File: config.mk
export PLATFORM = sky130hd
export DESIGN_NAME = frbw_watchdog
export DESIGN_NICKNAME = d
export VERILOG_FILES = /design/src/hw/frbw_pkg.sv /design/src/hw/frbw_watchdog.sv
export VERILOG_INCLUDE_DIRS = /design/src /design/src/hw
export SDC_FILE = /design/constraint.sdc
export NUM_CORES = 1
export LEC_CHECK = 0
export ABC_AREA = 1
export BUFFER_PORTS_ARGS = -buffer_cell sky130_fd_sc_hd__buf_4
export CORE_MARGIN = 2
export CORE_UTILIZATION = 50
export CTS_CLUSTER_SIZE = 25
export DETAILED_ROUTE_END_ITERATION = 8
export GPL_ROUTABILITY_DRIVEN = 0
export PLACE_DENSITY_LB_ADDON = 0.1
export SETUP_SLACK_MARGIN = 0.02
export SYNTH_ARGS = -nofsm -noshare
export SYNTH_HDL_FRONTEND = slang
export SYNTH_SLANG_ARGS = --single-unit
File: constraint.sdc
create_clock -name core_clk -period 2.1 [get_ports core_clk]
set_input_delay 0.42 -clock core_clk [delete_from_list [all_inputs] [get_ports core_clk]]
set_output_delay 0.42 -clock core_clk [all_outputs]
set_load 0.01 [all_outputs]
File: src/hw/frbw_cfg.svh
// Constants of the fault resilient boot watchdog
`ifndef FRBW_CFG_SVH
`define FRBW_CFG_SVH

// ==========================================================
// Clock and timing
`define FRBW_CLK_PERIOD_NS     10
`define FRBW_NS_PER_MS         1000000
`define FRBW_RECOV_PULSE_MS    10
`define FRBW_BOOT_TIMEOUT_MS   500
`define FRBW_POST_TIMEOUT_MS   2000

// ==========================================================
// Widths and constant values
`define FRBW_CNT_W             32
`define FRBW_CPU_N             2
`define FRBW_CNT_ZERO          32'h0000_0000
`define FRBW_CNT_ONE           32'h0000_0001

`endif

File: src/hw/frbw_pkg.sv
// Types of the fault resilient boot watchdog
package frbw_pkg;

    // ======================================================
    // Recovery sequence states, Gray along the path
    typedef enum logic [1:0] {
        ST_BOOT_WAIT = 2'h0,
        ST_RECOVER   = 2'h1,
        ST_SWITCHED  = 2'h3,
        ST_HALTED    = 2'h2
    } frbw_fsm_t;

    // ======================================================
    // Error inputs of both processors
    typedef struct packed {
        logic [1:0] thermal_trip;
        logic [1:0] internal_error;
    } frbw_err_t;

    // ======================================================
    // Status word answered on a poll
    typedef struct packed {
        frbw_err_t  err_now;
        frbw_err_t  err_seen;
        frbw_fsm_t  fsm;
        logic       boot_timeout;
        logic       post_timeout;
        logic       recovery_enabled;
        logic       two_cpus;
    } frbw_status_t;

    // ======================================================
    // Whole state of the watchdog
    typedef struct packed {
        frbw_fsm_t    fsm;
        logic [31:0]  boot_cnt;
        logic [31:0]  post_cnt;
        logic [31:0]  pulse_cnt;
        logic         strap_taken;
        logic         recovery_enabled;
        logic         two_cpus;
        logic         boot_timeout;
        logic         post_timeout;
        logic         stop_flush;
        logic         recovery_reset_n;
        logic         primary_bsp_inhibit;
        frbw_err_t    err_prev;
        frbw_err_t    err_seen;
        frbw_status_t status;
        logic         status_valid;
        logic         alert;
    } frbw_regs_t;

endpackage

File: src/hw/frbw_watchdog.sv
// Boot watchdog, processor failover and error monitor

`timescale 1ns/1ns
`default_nettype none
`include "frbw_cfg.svh"

module frbw_watchdog #(
    parameter int unsigned BOOT_TIMEOUT_CYCLES =
        `FRBW_BOOT_TIMEOUT_MS * (`FRBW_NS_PER_MS / `FRBW_CLK_PERIOD_NS),
    parameter int unsigned POST_TIMEOUT_CYCLES =
        `FRBW_POST_TIMEOUT_MS * (`FRBW_NS_PER_MS / `FRBW_CLK_PERIOD_NS),
    parameter int unsigned RECOV_PULSE_CYCLES =
        `FRBW_RECOV_PULSE_MS * (`FRBW_NS_PER_MS / `FRBW_CLK_PERIOD_NS)
) (
    // Clock and power-up reset
    input  wire logic                  core_clk,
    input  wire logic                  rst,
    // Boot watchdog control from the processor
    input  wire logic                  boot_timer_halt_n,
    input  wire logic                  post_wdt_arm,
    input  wire logic                  post_wdt_kick,
    // Board straps
    input  wire logic                  recovery_enable_strap,
    input  wire logic                  two_cpus_installed,
    // Processor error inputs
    input  wire frbw_pkg::frbw_err_t   cpu_err,
    // Status poll and alert configuration
    input  wire logic                  status_poll,
    input  wire logic                  alert_enable,
    // Recovery outputs
    output logic                       stop_flush,
    output logic                       boot_recovery_reset_n,
    output logic                       primary_bsp_inhibit,
    // Status and alert outputs
    output frbw_pkg::frbw_status_t     status,
    output logic                       status_valid,
    output logic                       alert
);

    // ======================================================
    // Counter limits
    localparam logic [`FRBW_CNT_W-1:0] BOOT_LAST =
        `FRBW_CNT_W'(BOOT_TIMEOUT_CYCLES - 1);
    localparam logic [`FRBW_CNT_W-1:0] POST_LAST =
        `FRBW_CNT_W'(POST_TIMEOUT_CYCLES - 1);
    localparam logic [`FRBW_CNT_W-1:0] PULSE_LAST =
        `FRBW_CNT_W'(RECOV_PULSE_CYCLES - 1);

    // ======================================================
    // State
    frbw_pkg::frbw_regs_t state_reg;
    frbw_pkg::frbw_regs_t state_next;

    // Counter end points and next counts
    logic                   boot_expired;
    logic                   post_expired;
    logic                   pulse_done;
    logic [`FRBW_CNT_W-1:0] boot_cnt_inc;
    logic [`FRBW_CNT_W-1:0] post_cnt_inc;
    logic [`FRBW_CNT_W-1:0] pulse_cnt_inc;

    // Processor controls and recovery decisions
    logic                   strap_capture;
    logic                   halt_seen;
    logic                   post_restart;
    logic                   boot_timeout_hit;
    logic                   post_timeout_hit;
    logic                   may_switch;
    logic                   boot_pulse_start;
    logic                   post_pulse_start;

    // Error monitor and status answer
    logic [3:0]             err_rise;
    logic                   err_new;
    logic                   alert_fire;
    frbw_pkg::frbw_err_t    err_seen_now;
    frbw_pkg::frbw_status_t status_answer;

    // ======================================================
    // Next state
    always_comb begin
        // ==================================================
        // Hold all state by default
        state_next   = state_reg;

        // ==================================================
        // One-cycle pulses default low
        state_next.status_valid = 1'b0;
        state_next.alert        = 1'b0;

        // ==================================================
        // Strap levels caught on the first edge after reset
        strap_capture = ~state_reg.strap_taken;
        if (strap_capture) begin
            state_next.strap_taken      = 1'b1;
            state_next.recovery_enabled = recovery_enable_strap;
            state_next.two_cpus         = two_cpus_installed;
        end

        // ==================================================
        // Counter end points
        boot_expired = (state_reg.boot_cnt == BOOT_LAST);
        post_expired = (state_reg.post_cnt == POST_LAST);
        pulse_done   = (state_reg.pulse_cnt == PULSE_LAST);

        // ==================================================
        // Next counts
        boot_cnt_inc  = state_reg.boot_cnt + `FRBW_CNT_ONE;
        post_cnt_inc  = state_reg.post_cnt + `FRBW_CNT_ONE;
        pulse_cnt_inc = state_reg.pulse_cnt + `FRBW_CNT_ONE;

        // ==================================================
        // Processor and self-test controls
        halt_seen        = ~boot_timer_halt_n;
        post_restart     = ~post_wdt_arm | post_wdt_kick;
        boot_timeout_hit = ~halt_seen & state_reg.strap_taken
                         & boot_expired;
        post_timeout_hit = ~post_restart & post_expired;

        // ==================================================
        // Failover only when allowed and a second processor exists
        may_switch   = state_reg.recovery_enabled
                     & state_reg.two_cpus;

        // ==================================================
        // Level 3: boot counter ran out before any halt
        boot_pulse_start = (state_reg.fsm == frbw_pkg::ST_BOOT_WAIT)
                         & boot_timeout_hit
                         & may_switch;

        // ==================================================
        // Level 2: self-test count ran out, primary not yet barred
        post_pulse_start = (state_reg.fsm == frbw_pkg::ST_HALTED)
                         & post_timeout_hit
                         & may_switch
                         & ~state_reg.primary_bsp_inhibit;

        // ==================================================
        // Error monitor inputs
        err_rise     = cpu_err & ~state_reg.err_prev;
        err_new      = (err_rise != 4'h0);
        err_seen_now = state_reg.err_seen | cpu_err;

        // ==================================================
        // Alert request on a new error when configured
        alert_fire   = alert_enable & err_new;

        // ==================================================
        // Status answer, taken over only on a poll
        status_answer                  = '0;
        status_answer.err_now          = cpu_err;
        status_answer.err_seen         = err_seen_now;
        status_answer.fsm              = state_reg.fsm;
        status_answer.boot_timeout     = state_reg.boot_timeout;
        status_answer.post_timeout     = state_reg.post_timeout;
        status_answer.recovery_enabled = state_reg.recovery_enabled;
        status_answer.two_cpus         = state_reg.two_cpus;

        // ==================================================
        // Level 1 self-test failures are left to firmware entirely

        // ==================================================
        // Recovery sequence
        unique case (state_reg.fsm)

            // ==============================================
            // Waiting for the processor to halt the counter
            frbw_pkg::ST_BOOT_WAIT: begin
                // Counting from power-up, no software needed
                if (halt_seen) begin
                    state_next.fsm = frbw_pkg::ST_HALTED;
                end else if (boot_timeout_hit) begin
                    state_next.boot_timeout = 1'b1;
                    if (boot_pulse_start) begin
                        state_next.fsm              = frbw_pkg::ST_RECOVER;
                        state_next.stop_flush       = 1'b1;
                        state_next.recovery_reset_n = 1'b0;
                        state_next.pulse_cnt        = `FRBW_CNT_ZERO;
                    end else begin
                        state_next.fsm = frbw_pkg::ST_HALTED;
                    end
                end else begin
                    state_next.boot_cnt = boot_cnt_inc;
                end
            end

            // ==============================================
            // Boot counter stopped, self-test watchdog active
            frbw_pkg::ST_HALTED: begin
                // Level 2 watchdog runs while self-test is armed
                if (post_restart) begin
                    state_next.post_cnt = `FRBW_CNT_ZERO;
                end else if (post_timeout_hit) begin
                    state_next.post_timeout = 1'b1;
                    state_next.post_cnt     = `FRBW_CNT_ZERO;
                    if (post_pulse_start) begin
                        state_next.fsm              = frbw_pkg::ST_RECOVER;
                        state_next.stop_flush       = 1'b1;
                        state_next.recovery_reset_n = 1'b0;
                        state_next.pulse_cnt        = `FRBW_CNT_ZERO;
                    end
                end else begin
                    state_next.post_cnt = post_cnt_inc;
                end
            end

            // ==============================================
            // Recovery reset pulse
            frbw_pkg::ST_RECOVER: begin
                // Reset pulse of fixed length
                if (pulse_done) begin
                    state_next.fsm                 = frbw_pkg::ST_SWITCHED;
                    state_next.recovery_reset_n    = 1'b1;
                    state_next.stop_flush          = 1'b0;
                    state_next.primary_bsp_inhibit = 1'b1;
                end else begin
                    state_next.pulse_cnt = pulse_cnt_inc;
                end
            end

            // ==============================================
            // Alternate processor booting
            frbw_pkg::ST_SWITCHED: begin
                // Alternate processor boots; primary stays barred
                state_next.primary_bsp_inhibit = 1'b1;
                state_next.post_cnt            = `FRBW_CNT_ZERO;
                if (halt_seen) begin
                    state_next.fsm = frbw_pkg::ST_HALTED;
                end
            end

        endcase

        // ==================================================
        // Previous error levels, for edge detection
        state_next.err_prev = cpu_err;

        // ==================================================
        // Error history, a new error wins over the poll clear
        if (status_poll) begin
            state_next.err_seen = cpu_err;
        end else begin
            state_next.err_seen = err_seen_now;
        end

        // ==================================================
        // Alert on a new error when configured
        if (alert_fire) begin
            state_next.alert = 1'b1;
        end

        // ==================================================
        // Status answer one cycle after the poll
        if (status_poll) begin
            state_next.status_valid = 1'b1;
            state_next.status       = status_answer;
        end
    end

    // ======================================================
    // Registers, all reloaded at power-up
    always_ff @(posedge core_clk) begin
        if (rst) begin
            // Pins idle, counters and error history cleared
            state_reg                  <= '0;
            state_reg.fsm              <= frbw_pkg::ST_BOOT_WAIT;
            state_reg.recovery_reset_n <= 1'b1;
        end else begin
            state_reg <= state_next;
        end
    end

    // ======================================================
    // Recovery pins
    assign stop_flush            = state_reg.stop_flush;
    assign boot_recovery_reset_n = state_reg.recovery_reset_n;
    assign primary_bsp_inhibit   = state_reg.primary_bsp_inhibit;

    // ======================================================
    // Status pins
    assign status                = state_reg.status;
    assign status_valid          = state_reg.status_valid;
    assign alert                 = state_reg.alert;

endmodule // frbw_watchdog

`default_nettype wire

==> reports/metrics.cfg, run 1 <==
[status]
outcome = finished clean

[layout]
largest_reg_flops = 111
seqCellArea_um2 = 2620
drive_above_1_share_pct = 14.9
n_antenna_cell = 0
nets = 1257
multi_input_area_um2 = 4310
syn_to_final_growth_pct = 19.9
fill_cells = 1414

[route]
route.detailed.drc = 0
drt_iter0_markers = 559
drt_pass1_iterations = 5
avgViaCountPerCell = 5.28
routed_wl_mm = 19.3
route.detailed.wl_per_inst_um = 13.5
vias = 7573
postRouteAntennaNets = 0

[synthesis]
synth-simple-area-share_pct = 40.4
yosys-top-cells-area = dfxtp_1, nand2_1, nor2_1
synth_top_family_by_area = simple AND/OR/NAND/NOR gates
syn-num-nets = 1204
synth_seq_area_share_pct = 35.1
synth_edf_count = 0
synth-xor-area-share_pct = 2.95
synth_ff_type = dfxtp_1
ys_types = 40
synthMuxAreaShare_pct = 0
synth_commonest_cells = nand2_1, nor2_1, dfxtp_1, inv_1
async_reset_ff_share_pct = 0
yosysWarnings = 0
synth-adder-area-share_pct = 1.18
post-synth-top-count-cell = nand2_1
synth-seq-cells = 130
postSynthAreaPerCell_um2 = 6.26
synth_compound_area_share_pct = 11.0
synth_cells = 1184
netlist_area_um2 = 7410
synth_top_area_share_pct = 35.1
synth_top_area_cell = dfxtp_1

[worst_setup_path]
critical_path_required_ps = 2430
critPathTopFamily = simple AND/OR/NAND/NOR gates
slowest_stage = dfxtp_4
crit_top_cell = nor2_4
worst-path-buf-inv = 1
worstPathMaxFanout = 15
cp-start-kind = flop
path_cells = ha_4 > nand2_2 > nor2_4 > nand2_2 > nor2_4 > nand3_4 > nor2_4 > nor2_4 > nor2_4 > nand3_4 > clkbuf_16 > nor2_2 > nor2_1
critical_path_class = reg -> reg
end_kind = flop
worstPathArrival_ps = 2380
max_stage_delay_ps = 360

[timing]
setup_viol = 0
rsz0062_at_grt = yes
fin_skew_ps = 15.3
worst_slack_ps = 48.7
whs_ps = 212
min_period_ps = 2050
max_slew.worst_pin.slew_ps = 426
maxSlewHeadroom_pct = 71.4
fmax_mhz = 487
maxSlewViolCount = 0
hold_viol_final = 0
setup_tns_ps = 0
fin_crit_sh_pct = 97.7

[global_route]
antenna_found_initial = 0
grt_max_degree = 63
grt_pass1_vias = 6951
grt_usage_pct = 25.0
use_met3_pct = 4.16
grt.busiest_layer = met2
grtUsageMet1_pct = 33.4
grt-ovfl-total = 0
met2_usage_pct = 41.7
grt_pass1_wl_mm = 32.8

[power]
powerDensity_nw_per_um2 = 932
p_leak_uw = 0.00334
ir_drop_mv = 0.657

[clocking]
ctsHoldBuffers = 0
htree_levels = 4
root_buffer = clkbuf_16
clock_latency_ps = 430
clockBufferDepth = 2
cts-buffers-inserted = 17
tritoncts = done
clock_sinks = 130
path_clk_slew_ps = 60

[placed_design]
port_buffers = 31
dp_hpwl_mm = 13.6
place_ws_ps = 66.1

[hold_path]
hold_path.class = in -> reg

[die]
initial_utilization_pct = 51.0
coreArea_um2 = 14500
fp.dieW_um = 126
rows = 44
top_level_ports = 32
die_area_um2 = 15800
die_y_um = 126

[run]
cap_violations = 0

==> worst register-to-register path: stages (launching register included) <==
cell	delay [ps]
dfxtp_4	360
ha_4	140
nand2_2	70
nor2_4	130
nand2_2	70
nor2_4	160
nand3_4	120
nor2_4	170
nor2_4	50
nor2_4	140
nand3_4	160
clkbuf_16	230
nor2_2	90
nor2_1	50
==> path summary, 6_finish.rpt <==
path	from	end	slack (ps)	cells past startpoint
worst min register to register	state_reg[16]	state_reg[16]	460	2
worst min-delay path	cpu_err[3]	status[9]	210	3
worst max register to register	state_reg[65]	state_reg[51]	50	13
worst max-delay path	state_reg[65]	state_reg[51]	50	13
==> metal layers <==
layer / share of wire (%) / up-vias
met4: 1.7 / 0
met3: 4.4 / 32
met5: 0 / -
li1: - / 3931
met1: 47 / 3423
met2: 46 / 187
==> per-stage QoR <==
stage | utilization (%) | instances | total power [uW] | cell area (um2)
after floorplan | - | 1184 | 4420 | 7410
after global placement | 55.1 | 1395 | 5080 | 8000
after detailed placement | 55.1 | 1395 | 5090 | 8000
after CTS | 59.1 | 1427 | 8040 | 8580
after global routing | 61.1 | 1434 | 8770 | 8890
final | 61.1 | 1434 | 8280 | 8890
==> cells in the final DEF (no fill, tap or decap), types with 2 or more instances in the layout <==
| cell type | synthesis | layout |
|---|---|---|
| clkinv_4 | 0 | 2 |
| xnor2_1 | 4 | 4 |
| clkbuf_16 | 0 | 19 |
| o22ai_1 | 2 | 2 |
| nor3_1 | 34 | 33 |
| a22oi_1 | 4 | 4 |
| a221oi_1 | 2 | 2 |
| nand3_1 | 68 | 67 |
| inv_8 | 0 | 2 |
| nand4_1 | 42 | 42 |
| a31oi_1 | 3 | 3 |
| xor2_1 | 21 | 21 |
| buf_12 | 0 | 4 |
| dfxtp_1 | 130 | 122 |
| nor2_1 | 245 | 228 |
| inv_1 | 110 | 108 |
| ha_1 | 7 | 5 |
| dfxtp_2 | 0 | 7 |
| nor2_2 | 7 | 16 |
| a21oi_1 | 68 | 67 |
| nand2_2 | 0 | 12 |
| nor2_4 | 2 | 10 |
| inv_6 | 0 | 6 |
| o21a_1 | 2 | 2 |
| o21ai_0 | 45 | 43 |
| nand2_4 | 0 | 2 |
| clkinvlp_4 | 0 | 2 |
| a21o_1 | 2 | 2 |
| a211oi_1 | 11 | 11 |
| or2_2 | 7 | 7 |
| nand2_1 | 300 | 286 |
| inv_2 | 2 | 2 |
| nand3_4 | 0 | 3 |
| nor4_1 | 2 | 2 |
| buf_4 | 15 | 78 |
==> cell type report <==
| class | instances | share of cell area, % |
|---|---|---|
| clock buffers | 18 | 4.94 |
| clock inverters | 14 | 1.61 |
| inverters | 112 | 4.76 |
| multi-input cells | 891 | 48.5 |
| flip-flops and latches | 130 | 29.4 |
| well taps | 184 | 2.59 |
| repair buffers | 85 | 8.18 |
==> report_power, final <==
group	switching (uW)	internal (uW)	total, uW
registers	223	2690	2910
logic	1560	865	2420
clock network	1250	1700	2950
total	3030	5250	8280
==> repair_timing <==
action / 4_1_cts / 5_1_grt
gates resized for setup: 0 / 68
endpoints found under the setup margin: 0 / 54
buffers inserted: 0 / 6
==> cells by family after synthesis <==
logic type,Yosys count
AOI/OAI and AO/OA,146
xor gates and xnor gates,25
adders and majority gates,7
buffers and inverters,163
DFF,130
and+or+nand+nor,713
Note: power is estimated with default switching activity, not from simulation.
==> run 2: changes to the inputs <==
- CORE_UTILIZATION: 50 -> 62
==> run 2 against run 1 <==
Effect of this change:
- first-iteration DRC count is 33% higher
- fmax is 3.9% lower
- highest routed layer unchanged
- the run now ends with negative setup slack left
- clock power hardly changed
- via count is 3.3% higher
- setup slack worse by 82 ps
- die area is 19% lower
==> reports/metrics.cfg, run 2 (same netlist as run 1, synthesis figures left out) <==
[clocking]
htree_levels = 4  ; unchanged
clock_latency_ps = 430  ; about the same
root_buffer = clkbuf_16
ctsHoldBuffers = 0  ; unchanged
tritoncts = done
clockBufferDepth = 2  ; unchanged
path_clk_slew_ps = 70  ; about the same
cts-buffers-inserted = 17  ; unchanged
clock_sinks = 130  ; unchanged

[layout]
most-common-layout-cells = nand2_1, nor2_1, dfxtp_1
n_antenna_cell = 0  ; unchanged
nets = 1257  ; unchanged
syn_to_final_growth_pct = 19.6
final_cells = 1393  ; -2.9%
fill_cells = 886  ; -37%
drive_above_1_share_pct = 15.2  ; +0.32 points
mostFrequentLayoutCell = nand2_1
stdcell_area_um2 = 8860  ; -0.25%
finish.utilization_pct = 76.6  ; +16 points
largest_reg_flops = 111  ; unchanged

[route]
route.detailed.wl_per_inst_um = 14.1  ; +4.9%
routed_wl_mm = 19.7  ; +1.9%
drt_iter0_markers = 741  ; +33%
vias = 7820  ; +3.3%
drt_pass1_iterations = 5  ; unchanged
route.detailed.drc = 0  ; unchanged
avgViaCountPerCell = 5.61  ; +6.3%
postRouteAntennaNets = 0  ; unchanged

[run]
cap_violations = 0  ; unchanged

[worst_setup_path]
r2r_slack_ps = -30  ; -80 ps
worstPathMaxFanout = 9  ; -6
worstReg2RegStart = state_reg[79]
regToRegEndpoint = state_reg[56]
critical_path_required_ps = 2370  ; -60 ps
critical_path_class = reg -> reg
worstPathArrival_ps = 2410  ; +30 ps
end_kind = flop
cp-start-kind = flop
ff2ff_path_depth = 12  ; -1

[die]
die_area_um2 = 12800  ; -19%
top_level_ports = 32  ; unchanged
die_y_um = 113  ; -9.9%
initial_utilization_pct = 64.1  ; +13 points
fp.dieW_um = 113  ; -9.9%
rows = 39  ; -11%
coreArea_um2 = 11600  ; -20%

[placed_design]
port_buffers = 31  ; unchanged
place_ws_ps = 22.5  ; -43.6 ps
post_dp_cell_area_um2 = 7890  ; -1.4%
dp_hpwl_mm = 13.4  ; -1.4%
placed_cells = 1353  ; -3.0%

[timing]
max_slew.worst_pin.slew_ps = 742  ; +316 ps
fin_crit_sh_pct = 102  ; +3.9 points
maxSlewViolCount = 0  ; unchanged
setup_viol = 15  ; +15
whs_ps = 212  ; -0.134 ps
worst_slack_ps = -33.8  ; -82.4 ps
rsz0062_at_grt = yes
fin_skew_ps = 9.25  ; -6.03 ps
maxSlewHeadroom_pct = 50.5  ; -21 points
min_period_ps = 2130  ; +82.4 ps
hold_viol_final = 0  ; unchanged
fmax_mhz = 469  ; -3.9%

[power]
powerDensity_nw_per_um2 = 948  ; +1.8%
p_leak_uw = 0.00336  ; +0.82%
ir_drop_mv = 0.677  ; +3.2%

[status]
violations = negative setup slack
outcome = complete, but fails checks

[global_route]
grt-ovfl-total = 0  ; unchanged
grt_max_degree = 63  ; unchanged
antenna_found_initial = 0  ; unchanged
grt_pass1_wl_mm = 31.9  ; -2.7%
grt_pass1_vias = 6938  ; -0.19%
grt_usage_pct = 30.5  ; +5.5 points

[hold_path]
min_to = status[8]
hold_path.class = in -> reg
min_from = cpu_err[2]
hold_path_depth = 3  ; unchanged

run 2: cell count changes in the layout (fill, tap and decap cells not counted), moves of 2 or more:
cell / before / now
nand2_2: 12 / 17
buf_8: 0 / 3
buf_12: 4 / 1
inv_1: 108 / 110
nor2_4: 10 / 14
nor2_2: 16 / 7
a21oi_1: 67 / 61
nand2_1: 286 / 281
a21oi_2: 1 / 7
nor2_1: 228 / 233
run 2: routing by layer:
layer  routed length [um]  global-route usage (%)  vias to the layer above
li1                     -                       -                     3917
met1                 8550                    39.8                     3546
met2                 9320                    50.3                      307
met3                 1290                    5.41                       50
met4                  521                    11.8                        0
met5                    0                       0                        -
run 2: how the worst max path moves through the flow:
stage / from / to / slack [ps] / depth (start not counted)
after floorplan: state_reg[64] / state_reg[33] / 190 / 13
after global placement: post_wdt_kick / state_reg[54] / 80 / 12
after detailed placement: state_reg[65] / state_reg[62] / 20 / 12
after CTS: state_reg[65] / state_reg[62] / 20 / 12
after global routing: state_reg[79] / state_reg[43] / -130 / 12
final: state_reg[79] / state_reg[56] / -30 / 12
run 2: power by group:
part           switching, uW  internal [uW]
logic                   1600            922
registers                233           2690
clock network           1260           1700
run 2: stage by stage:
stage	power (uW)	setup TNS [ps]
global route	8790	-3020
global placement	5040	0
CTS	8030	0
floorplan	4420	0
finish	8400	-157
detailed placement	5080	0
run 2: critical path, cell delays in order (launching register included):
cell and delay, ps:
dfxtp_1 410, nand2_1 130, nor2_4 150, nand2_1 100, nor2_2 170, nand3_4 110
nor2_4 160, nor2_4 50, nor2_4 150, nand3_4 200, clkbuf_16 240, nand2_1 50
a21oi_1 50
run 2: repair_timing:
action / 4_1_cts / 5_1_grt
gates resized for setup: 1 / 82
pin swaps: 0 / 15
buffers inserted: 0 / 5
gates cloned: 0 / 3
endpoints found under the setup margin: 2 / 84
run 2: area by class of cell:
cell class	count	area [um2]	share of cell area (%)
Timing Repair Buffer	85	726	8.19
Inverter	112	423	4.77
Multi-Input combinational cell	891	4340	49.0
Clock inverter	14	143	1.61
Sequential cell	130	2620	29.5
Clock buffer	18	439	4.95
Tap cell	143	179	2.02
